### config.mk
export PLATFORM = sky130hd
export DESIGN_NAME = mbrs_slave
export DESIGN_NICKNAME = d
export VERILOG_FILES = /design/src/mbrs_pkg.sv /design/src/mbrs_crc16.sv /design/src/mbrs_slave.sv
export VERILOG_INCLUDE_DIRS = /design/src
export SDC_FILE = /design/constraint.sdc
export NUM_CORES = 1
export LEC_CHECK = 0
export BUFFER_PORTS_ARGS = -buffer_cell sky130_fd_sc_hd__buf_2
export CORE_MARGIN = 5
export CORE_UTILIZATION = 65
export DETAILED_ROUTE_END_ITERATION = 8
export PLACE_DENSITY = 0.87
export RECOVER_POWER = 25
export SYNTH_ARGS = -nofsm -noshare
export SYNTH_HDL_FRONTEND = slang
export SYNTH_SLANG_ARGS = --single-unit
### constraint.sdc
create_clock -name sys_clk_in -period 14.01 [get_ports sys_clk_in]
set_input_delay 0.7005 -clock sys_clk_in [delete_from_list [all_inputs] [get_ports sys_clk_in]]
set_output_delay 0.7005 -clock sys_clk_in [all_outputs]
set_load 0.01 [all_outputs]
### src/mbrs_params.svh
// Constants for the register-access frame handler.
`ifndef MBRS_PARAMS_SVH
`define MBRS_PARAMS_SVH
`define MBRS_FC_READ       8'h03
`define MBRS_FC_WRITE      8'h06
`define MBRS_FC_EXC_FLAG   8'h80
`define MBRS_EXC_FUNC      8'h01
`define MBRS_EXC_ADDR      8'h02
`define MBRS_EXC_DATA      8'h03
`define MBRS_ADDR_LIMIT    17'h05800
`define MBRS_MAX_READ      16'h007d
`define MBRS_BROADCAST     8'h00
`define MBRS_CRC_INIT      16'hffff
`define MBRS_CRC_POLY      16'ha001
`define MBRS_REG_OP0_HI    16'h0480
`define MBRS_REG_OP0_LO    16'h0481
`define MBRS_REG_OP1_HI    16'h0482
`define MBRS_REG_OP1_LO    16'h0483
`define MBRS_REG_SPDLIM_LO 16'h104b
`define MBRS_REG_RESET     16'h0000
`define MBRS_QUERY_LEN     4'h8
`define MBRS_POS_CRC_HI    4'h7
`define MBRS_POS_CRC_DONE  4'h8
`endif

### src/mbrs_pkg.sv
// Types shared by the register-access frame handler.
package mbrs_pkg;
  typedef enum logic [2:0] {
    MBRS_RX,
    MBRS_CHECK,
    MBRS_EXEC,
    MBRS_TX_HEAD,
    MBRS_TX_DATA,
    MBRS_TX_CRC
  } mbrs_state_t;
endpackage

### src/mbrs_crc16.sv
// CRC-16 byte update unit, reflected polynomial, initial all ones.
`timescale 1ns/100ps
`include "mbrs_params.svh"
module mbrs_crc16 (
  input  wire logic [15:0] crc_in,
  input  wire logic [7:0]  data_in,
  output logic      [15:0] crc_out
);
  always_comb
  begin
    crc_out = crc_in ^ {8'h00, data_in};
    for (int i = 0; i < 8; i++)
    begin
      if (crc_out[0])
        crc_out = (crc_out >> 1) ^ `MBRS_CRC_POLY;
      else
        crc_out = crc_out >> 1;
    end
  end
endmodule

### src/mbrs_slave.sv
// Frame handler for 03h register reads and 06h single writes.
// Operation
// - Execute only functions 03h and 06h.
// - Read returns one to 125 16-bit registers.
// - Read registers in ascending address order.
// - Read reply echoes header, byte count doubled.
// - Each register sent high byte first.
// - CRC-16 trailer, low byte first.
// - Single write stores value only if the address is one of the five mapped registers.
// - Exception reply: function plus 80h, code, check.
// - Broadcast executes but sends no reply.
// - Address out of range gives exception 02h.
// - Zero or excess count gives exception 03h.
`timescale 1ns/100ps
`include "mbrs_params.svh"
module mbrs_slave (
  input  wire logic        sys_clk_in,
  input  wire logic        sys_rst_in,
  input  wire logic [7:0]  slave_addr_in,
  input  wire logic [7:0]  rx_data_in,
  input  wire logic        rx_valid_in,
  input  wire logic        rx_frame_end_in,
  output logic      [7:0]  tx_data_out,
  output logic             tx_valid_out,
  input  wire logic        tx_ready_in,
  output logic             tx_frame_end_out,
  output logic             busy_out
);
  mbrs_pkg::mbrs_state_t state_reg, state_next;
  logic [7:0]  buf_reg [8];
  logic [7:0]  buf_next [8];
  logic [3:0]  cnt_reg, cnt_next;
  logic [15:0] crc_reg, crc_next;
  logic [15:0] idx_reg, idx_next;
  logic        hi_reg, hi_next;
  logic [7:0]  exc_reg, exc_next;
  logic [15:0] regs_reg [5];
  logic [15:0] regs_next [5];
  logic [7:0]  tx_data_reg, tx_data_next;
  logic        tx_valid_reg, tx_valid_next;
  logic        end_reg, end_next;
  logic [7:0]  crc_byte;
  logic [15:0] crc_upd;
  logic [15:0] start_addr, count, wval, rd_addr, rd_val;
  logic [16:0] span;
  logic        rd_hit;

  // Each address that a query touches is either one of ours or reads as 0.
  localparam logic [15:0] REG_MAP [5] = '{`MBRS_REG_OP0_HI, `MBRS_REG_OP0_LO,
    `MBRS_REG_OP1_HI, `MBRS_REG_OP1_LO, `MBRS_REG_SPDLIM_LO};

  assign start_addr = {buf_reg[2], buf_reg[3]};
  assign count      = {buf_reg[4], buf_reg[5]};
  assign wval       = count;
  assign span       = {1'b0, start_addr} + {1'b0, count};
  assign rd_addr    = start_addr + idx_reg;

  always_comb
  begin
    rd_val = 16'h0000;
    rd_hit = 1'b0;
    for (int i = 0; i < 5; i++)
      if (rd_addr == REG_MAP[i])
      begin
        rd_val = regs_reg[i];
        rd_hit = 1'b1;
      end
  end

  mbrs_crc16 u_crc (
    .crc_in  (crc_reg),
    .data_in (crc_byte),
    .crc_out (crc_upd)
  );

  assign tx_data_out      = tx_data_reg;
  assign tx_valid_out     = tx_valid_reg;
  assign tx_frame_end_out = end_reg;
  assign busy_out         = (state_reg != mbrs_pkg::MBRS_RX);

  always_comb
  begin
    state_next    = state_reg;
    buf_next      = buf_reg;
    cnt_next      = cnt_reg;
    crc_next      = crc_reg;
    idx_next      = idx_reg;
    hi_next       = hi_reg;
    exc_next      = exc_reg;
    regs_next     = regs_reg;
    tx_data_next  = tx_data_reg;
    tx_valid_next = tx_valid_reg;
    end_next      = 1'b0;
    crc_byte      = rx_data_in;
    case (state_reg)
      mbrs_pkg::MBRS_RX:
      begin
        if (rx_valid_in)
        begin
          crc_next = crc_upd;
          // Count one past a full query so that a long frame fails the check.
          if (cnt_reg < `MBRS_QUERY_LEN)
            buf_next[cnt_reg[2:0]] = rx_data_in;
          if (cnt_reg <= `MBRS_QUERY_LEN)
            cnt_next = cnt_reg + 4'h1;
        end
        if (rx_frame_end_in)
          state_next = mbrs_pkg::MBRS_CHECK;
      end
      mbrs_pkg::MBRS_CHECK:
      begin
        // A good frame leaves a zero residue over data plus trailer.
        if (cnt_reg != `MBRS_QUERY_LEN || crc_reg != 16'h0000 ||
            (buf_reg[0] != slave_addr_in &&
             buf_reg[0] != `MBRS_BROADCAST))
          state_next = mbrs_pkg::MBRS_RX;
        else
          state_next = mbrs_pkg::MBRS_EXEC;
        cnt_next = 4'h0;
        crc_next = `MBRS_CRC_INIT;
      end
      mbrs_pkg::MBRS_EXEC:
      begin
        exc_next = 8'h00;
        idx_next = 16'h0000;
        hi_next  = 1'b1;
        if (buf_reg[1] == `MBRS_FC_READ)
        begin
          if (count == 16'h0000 || count > `MBRS_MAX_READ)
            exc_next = `MBRS_EXC_DATA;
          else if (span >= `MBRS_ADDR_LIMIT)
            exc_next = `MBRS_EXC_ADDR;
        end
        else if (buf_reg[1] == `MBRS_FC_WRITE)
        begin
          if ({1'b0, start_addr} >= `MBRS_ADDR_LIMIT)
            exc_next = `MBRS_EXC_ADDR;
          else
            for (int i = 0; i < 5; i++)
              if (start_addr == REG_MAP[i])
                regs_next[i] = wval;
        end
        else
          exc_next = `MBRS_EXC_FUNC;
        if (buf_reg[0] == `MBRS_BROADCAST)
          state_next = mbrs_pkg::MBRS_RX;
        else
          state_next = mbrs_pkg::MBRS_TX_HEAD;
      end
      mbrs_pkg::MBRS_TX_HEAD:
      begin
        // Header bytes: address, function, then a per-function tail.
        if (!tx_valid_reg || tx_ready_in)
        begin
          tx_valid_next = 1'b1;
          cnt_next = cnt_reg + 4'h1;
          case (cnt_reg)
            4'h0: tx_data_next = buf_reg[0];
            4'h1: tx_data_next = (exc_reg != 8'h00) ?
                    (buf_reg[1] | `MBRS_FC_EXC_FLAG) : buf_reg[1];
            4'h2:
            begin
              if (exc_reg != 8'h00)
                tx_data_next = exc_reg;
              else if (buf_reg[1] == `MBRS_FC_READ)
                tx_data_next = {count[6:0], 1'b0};
              else
                tx_data_next = buf_reg[2];
            end
            default: tx_data_next = buf_reg[cnt_reg[2:0]];
          endcase
          if (cnt_reg == 4'h2 && (exc_reg != 8'h00 ||
              buf_reg[1] == `MBRS_FC_READ))
            state_next = (exc_reg != 8'h00) ? mbrs_pkg::MBRS_TX_CRC
                                              : mbrs_pkg::MBRS_TX_DATA;
          else if (cnt_reg == 4'h5)
            state_next = mbrs_pkg::MBRS_TX_CRC;
          crc_byte = tx_data_next;
          crc_next = crc_upd;
        end
      end
      mbrs_pkg::MBRS_TX_DATA:
      begin
        if (tx_ready_in)
        begin
          tx_data_next = hi_reg ? rd_val[15:8] : rd_val[7:0];
          hi_next = ~hi_reg;
          if (!hi_reg)
            idx_next = idx_reg + 16'h0001;
          if (!hi_reg && idx_reg + 16'h0001 == count)
          begin
            state_next = mbrs_pkg::MBRS_TX_CRC;
            cnt_next = 4'h0;
          end
          crc_byte = tx_data_next;
          crc_next = crc_upd;
        end
      end
      mbrs_pkg::MBRS_TX_CRC:
      begin
        // The counter tracks the trailer, since the end flag is a one-cycle
        // pulse that may pass while the sink stalls.
        if (tx_ready_in)
        begin
          if (cnt_reg == `MBRS_POS_CRC_DONE)
          begin
            tx_valid_next = 1'b0;
            cnt_next = 4'h0;
            crc_next = `MBRS_CRC_INIT;
            state_next = mbrs_pkg::MBRS_RX;
          end
          else if (cnt_reg == `MBRS_POS_CRC_HI)
          begin
            tx_data_next = crc_reg[15:8];
            end_next = 1'b1;
            cnt_next = `MBRS_POS_CRC_DONE;
          end
          else
          begin
            tx_data_next = crc_reg[7:0];
            cnt_next = `MBRS_POS_CRC_HI;
          end
        end
      end
      default: state_next = mbrs_pkg::MBRS_RX;
    endcase
  end

  always_ff @(posedge sys_clk_in)
  begin
    if (sys_rst_in)
    begin
      state_reg    <= mbrs_pkg::MBRS_RX;
      cnt_reg      <= 4'h0;
      crc_reg      <= `MBRS_CRC_INIT;
      idx_reg      <= 16'h0000;
      hi_reg       <= 1'b1;
      exc_reg      <= 8'h00;
      tx_data_reg  <= 8'h00;
      tx_valid_reg <= 1'b0;
      end_reg      <= 1'b0;
      for (int i = 0; i < 8; i++)
        buf_reg[i] <= 8'h00;
      for (int i = 0; i < 5; i++)
        regs_reg[i] <= `MBRS_REG_RESET;
    end
    else
    begin
      state_reg    <= state_next;
      cnt_reg      <= cnt_next;
      crc_reg      <= crc_next;
      idx_reg      <= idx_next;
      hi_reg       <= hi_next;
      exc_reg      <= exc_next;
      tx_data_reg  <= tx_data_next;
      tx_valid_reg <= tx_valid_next;
      end_reg      <= end_next;
      buf_reg      <= buf_next;
      regs_reg     <= regs_next;
    end
  end
endmodule

==> results by group <==
Critical path
  • Setup crit end kind: register
  • Crit-path max FO: 12
  • Stages on the worst setup path: 16
  • Crit path top cell by count: sky130_fd_sc_hd__a31oi_1
  • Path depth of the worst reg2reg path: 16
  • Data required, critical path: 14.34 ns
  • Buffers & Inverters on Critical Path: 1
  • Critical path launch point type: register
  • Worst-path cell with the longest stage delay: sky130_fd_sc_hd__dfxtp_1
  • Data arrival time of the worst path: 5.67 ns
  • CP max stage delay: 0.57 ns
  • Series of cell instances along the critical path: ha_1 > inv_1 > fa_1 > nand2b_2 > a2111oi_0 > a22oi_1 > a31oi_1 > nand4_1 > a2111oi_1 > a31oi_1 > and4_4 > nor4_4 > xnor2_1 > xnor3_2 > xnor3_1 > o32a_1
  • Gate family responsible for the most delay along the worst path: compound AO/OA/AOI/OAI gates
  • Worst setup path class: register to register

Synthesis
  • Number of instances in the synthesized netlist: 1,483
  • Number of synthesized flops with an enable pin: 0
  • Cell area after technology mapping: 0.0122 mm2
  • Proportion of synthesized chip area in sequential cells: 0.320
  • Asr flop ratio synth: 0
  • Register bit total from synthesis: 196
  • Number of nets produced by synthesis: 1,542
  • Mean cell area of the mapped netlist: 8.26 um2
  • Yosys warnings: 0
  • Unique masters post-synth: 92
  • Leading register cell type out of synthesis: sky130_fd_sc_hd__dfxtp_1

Drt
  • Via/cell ratio: 6.78
  • First-pass iteration count of the detailed router: 8
  • DR top layer: met4
  • Via count of the routed design: 11,400
  • DRT antenna net count: 0
  • DRC errors left: 0
  • Met1 wire length: 14,600 um
  • Iter 0 DRT Violations: 1,657
  • Met2 WL post-DR: 16,700 um
  • WL final: 36,600 um
  • Average wire length per cell after detail routing: 21.8 um
  • WL met3: 3560 um

Status
  • Outcome: finished clean

Finish
  • Layout-stage area growth over the synthesis result: 5.54%
  • Most common cell after layout, fill and taps aside: sky130_fd_sc_hd__nor2_1
  • Filler-free cell count of the finished design: 1,680
  • Total Nets Final: 1,492
  • Max reg flops: 80
  • Leading cell types in the layout, fill and taps excluded: 206 x sky130_fd_sc_hd__nor2_1, 196 x sky130_fd_sc_hd__dfxtp_1, 147 x sky130_fd_sc_hd__nand2_1, 129 x sky130_fd_sc_hd__mux2i_1, 118 x sky130_fd_sc_hd__a21oi_1
  • Share of cells above drive strength 1: 0.0858
  • Diodes inserted: 0

Die
  • Placement row count: 50
  • DIE WIDTH: 147 um
  • Full die area: 0.0217 mm2
  • Chip height: 147 um
  • Initial standard-cell utilization of the core: 0.657
  • Top-level port count: 32
  • Core area: 0.0186 mm2

GRT
  • Tot GR Track Use: 0.337
  • Number of global-route vias before repair: 10,900
  • Initial antenna violation count: 0
  • Grt total ovfl: 0
  • Wire length of the first global-routing pass: 58,600 um
  • Maximum number of pins on one net before global-route repair: 103

Power
  • Gate power share: 0.136
  • Clock network fraction of design power: 0.397
  • Leakage power: 0.00503 uW
  • Portion of total power attributed to sequential cells: 0.467
  • Power density over the cells: 98.5 mW/mm2
  • Net Sw Frac: 0.302
  • Peak ir drop on the vdd network: 85.6 uV
  • Net switching power: 384 uW
  • Int Power: 889 uW

STA
  • Unrepaired setup endpoints after global routing: no
  • Max frequency: 187 MHz
  • Final period util: 0.381
  • Least-Margin Pin Slew: 1.13 ns
  • Final number of max-transition violations: 0
  • Sum Neg Setup Slack: 0 ns
  • Worst setup skew after layout: 0.0144 ns
  • Time the final worst path needs with I/O delays and setup: 5.34 ns
  • Relative max-transition margin: 0.245
  • Total of endpoints with negative setup slack in the final report: 0
  • Number of hold violations in the final report: 0

CTS
  • Clk pin slew, worst setup/hold paths: 0.08 ns
  • Total number of H-tree levels: 4
  • Worst-Skew Late Latency: 0.46 ns
  • Clock root buffer master: sky130_fd_sc_hd__clkbuf_16
  • Clock buffer depth: 2
  • CTS buffer count: 17
  • CTS-repair resized insts: 0
  • Count of hold-fix buffers inserted at cts: 0
  • Postcts setup bufs: 0
  • Number of sinks driven by the clock tree: 196
  • Clock tree from TritonCTS: yes

Placed design
  • Count of buffers from port buffering: 31
  • Last weighted congestion value of the routability-driven placer: 0.995
  • Placed insts: 1,648
  • DP HPWL: 25,400 um

Run
  • Maximum Capacitance Violations: 0

Hold path
  • Type of the tightest min-delay check: register to register
  • Cell depth of the worst min-delay path: 2
[stage by stage]
step                hold WS (ns)  cell area [um2]  setup slack (ns)   util  total power, uW
global route               0.468            12900              8.31  0.693             1310
detailed placement         0.441            12300              8.82  0.662              775
finish                     0.450            12900              8.67  0.693             1270
global placement           0.435            12300              8.93  0.662              772
CTS                        0.451            13000              8.80  0.695             1270
floorplan                  0.428            12200              9.62      -              734
[path summary, 6_finish.rpt]
path / slack (ns) / end / from
hold reg to reg: 0.45 / regs_reg[37] / regs_reg[37]
hold / removal: 0.45 / regs_reg[37] / regs_reg[37]
setup reg to reg: 8.67 / crc_reg[0] / buf_reg[32]
setup / recovery: 8.67 / crc_reg[0] / buf_reg[32]
[Yosys cell counts (9+ instances only)]
cell type                  count  share of area
sky130_fd_sc_hd__nand3b_1     10         0.0061
sky130_fd_sc_hd__nor4_1       16         0.0082
sky130_fd_sc_hd__buf_1        14         0.0043
sky130_fd_sc_hd__xor2_1       14          0.010
sky130_fd_sc_hd__nor2_1      206          0.063
sky130_fd_sc_hd__nand4_1      13         0.0066
sky130_fd_sc_hd__dfxtp_1     196           0.32
sky130_fd_sc_hd__o22ai_1      18         0.0092
sky130_fd_sc_hd__buf_2        16         0.0065
sky130_fd_sc_hd__nand3_1      31          0.013
sky130_fd_sc_hd__ha_1         36          0.037
sky130_fd_sc_hd__clkbuf_1     81          0.025
sky130_fd_sc_hd__nor3_1       31          0.013
sky130_fd_sc_hd__a21oi_1     118          0.048
sky130_fd_sc_hd__nand2_1     147          0.045
sky130_fd_sc_hd__o21ai_0      50          0.020
sky130_fd_sc_hd__a21o_1       16         0.0098
sky130_fd_sc_hd__a211oi_1     14         0.0086
sky130_fd_sc_hd__inv_1        27         0.0083
sky130_fd_sc_hd__a22oi_1      12         0.0074
sky130_fd_sc_hd__nand2b_1     13         0.0066
sky130_fd_sc_hd__and3_1       15         0.0077
sky130_fd_sc_hd__mux2i_1     129           0.11
sky130_fd_sc_hd__o21bai_1      9         0.0055
sky130_fd_sc_hd__mux4_2       21          0.039
sky130_fd_sc_hd__xnor2_1      45          0.032
[metal layers]
| metal | global-route usage | vias up |
|---|---|---|
| met5 | 0 | - |
| met4 | 0.163 | 0 |
| met3 | 0.0728 | 141 |
| met2 | 0.535 | 650 |
| met1 | 0.439 | 5346 |
| li1 | - | 5254 |
[final cells by class]
type                    count  area (um2)
fillers                  1525        5720
well taps                 234         293
repair buffers             44         230
multi-input cells        1145        7760
clock inverters            15         181
flip-flops and latches    196        3920
inverters                  29         109
clock buffers              17         425
[tightest hold or removal path: stages, from the launching register on]
cell and delay [ns]:
sky130_fd_sc_hd__dfxtp_1 0.31, sky130_fd_sc_hd__nand2_1 0.05, sky130_fd_sc_hd__a21oi_1 0.05
[power by group through the flow]
| stage | sequential (uW) | clock (uW) | combinational [uW] |
|---|---|---|---|
| finish | 595 | 505 | 173 |
| global route | 596 | 529 | 187 |
| CTS | 593 | 505 | 170 |
| detailed placement | 606 | 0 | 169 |
| global placement | 606 | 0 | 166 |
| floorplan | 596 | 0 | 137 |
[logic make-up (layout without fill, tap and decap cells)]
group | after synthesis | count (layout) | synth area share
buffers and inverters | 142 | 105 | 0.0458
flip-flops | 196 | 196 | 0.320
XOR/XNOR | 62 | 62 | 0.0473
multiplexers | 158 | 158 | 0.151
AO/OA/AOI/OAI | 346 | 346 | 0.188
AND/OR/NAND/NOR | 541 | 541 | 0.207
adder cells (fa/ha/maj) | 38 | 38 | 0.0400
Note: power is estimated with default switching activity, not from simulation.
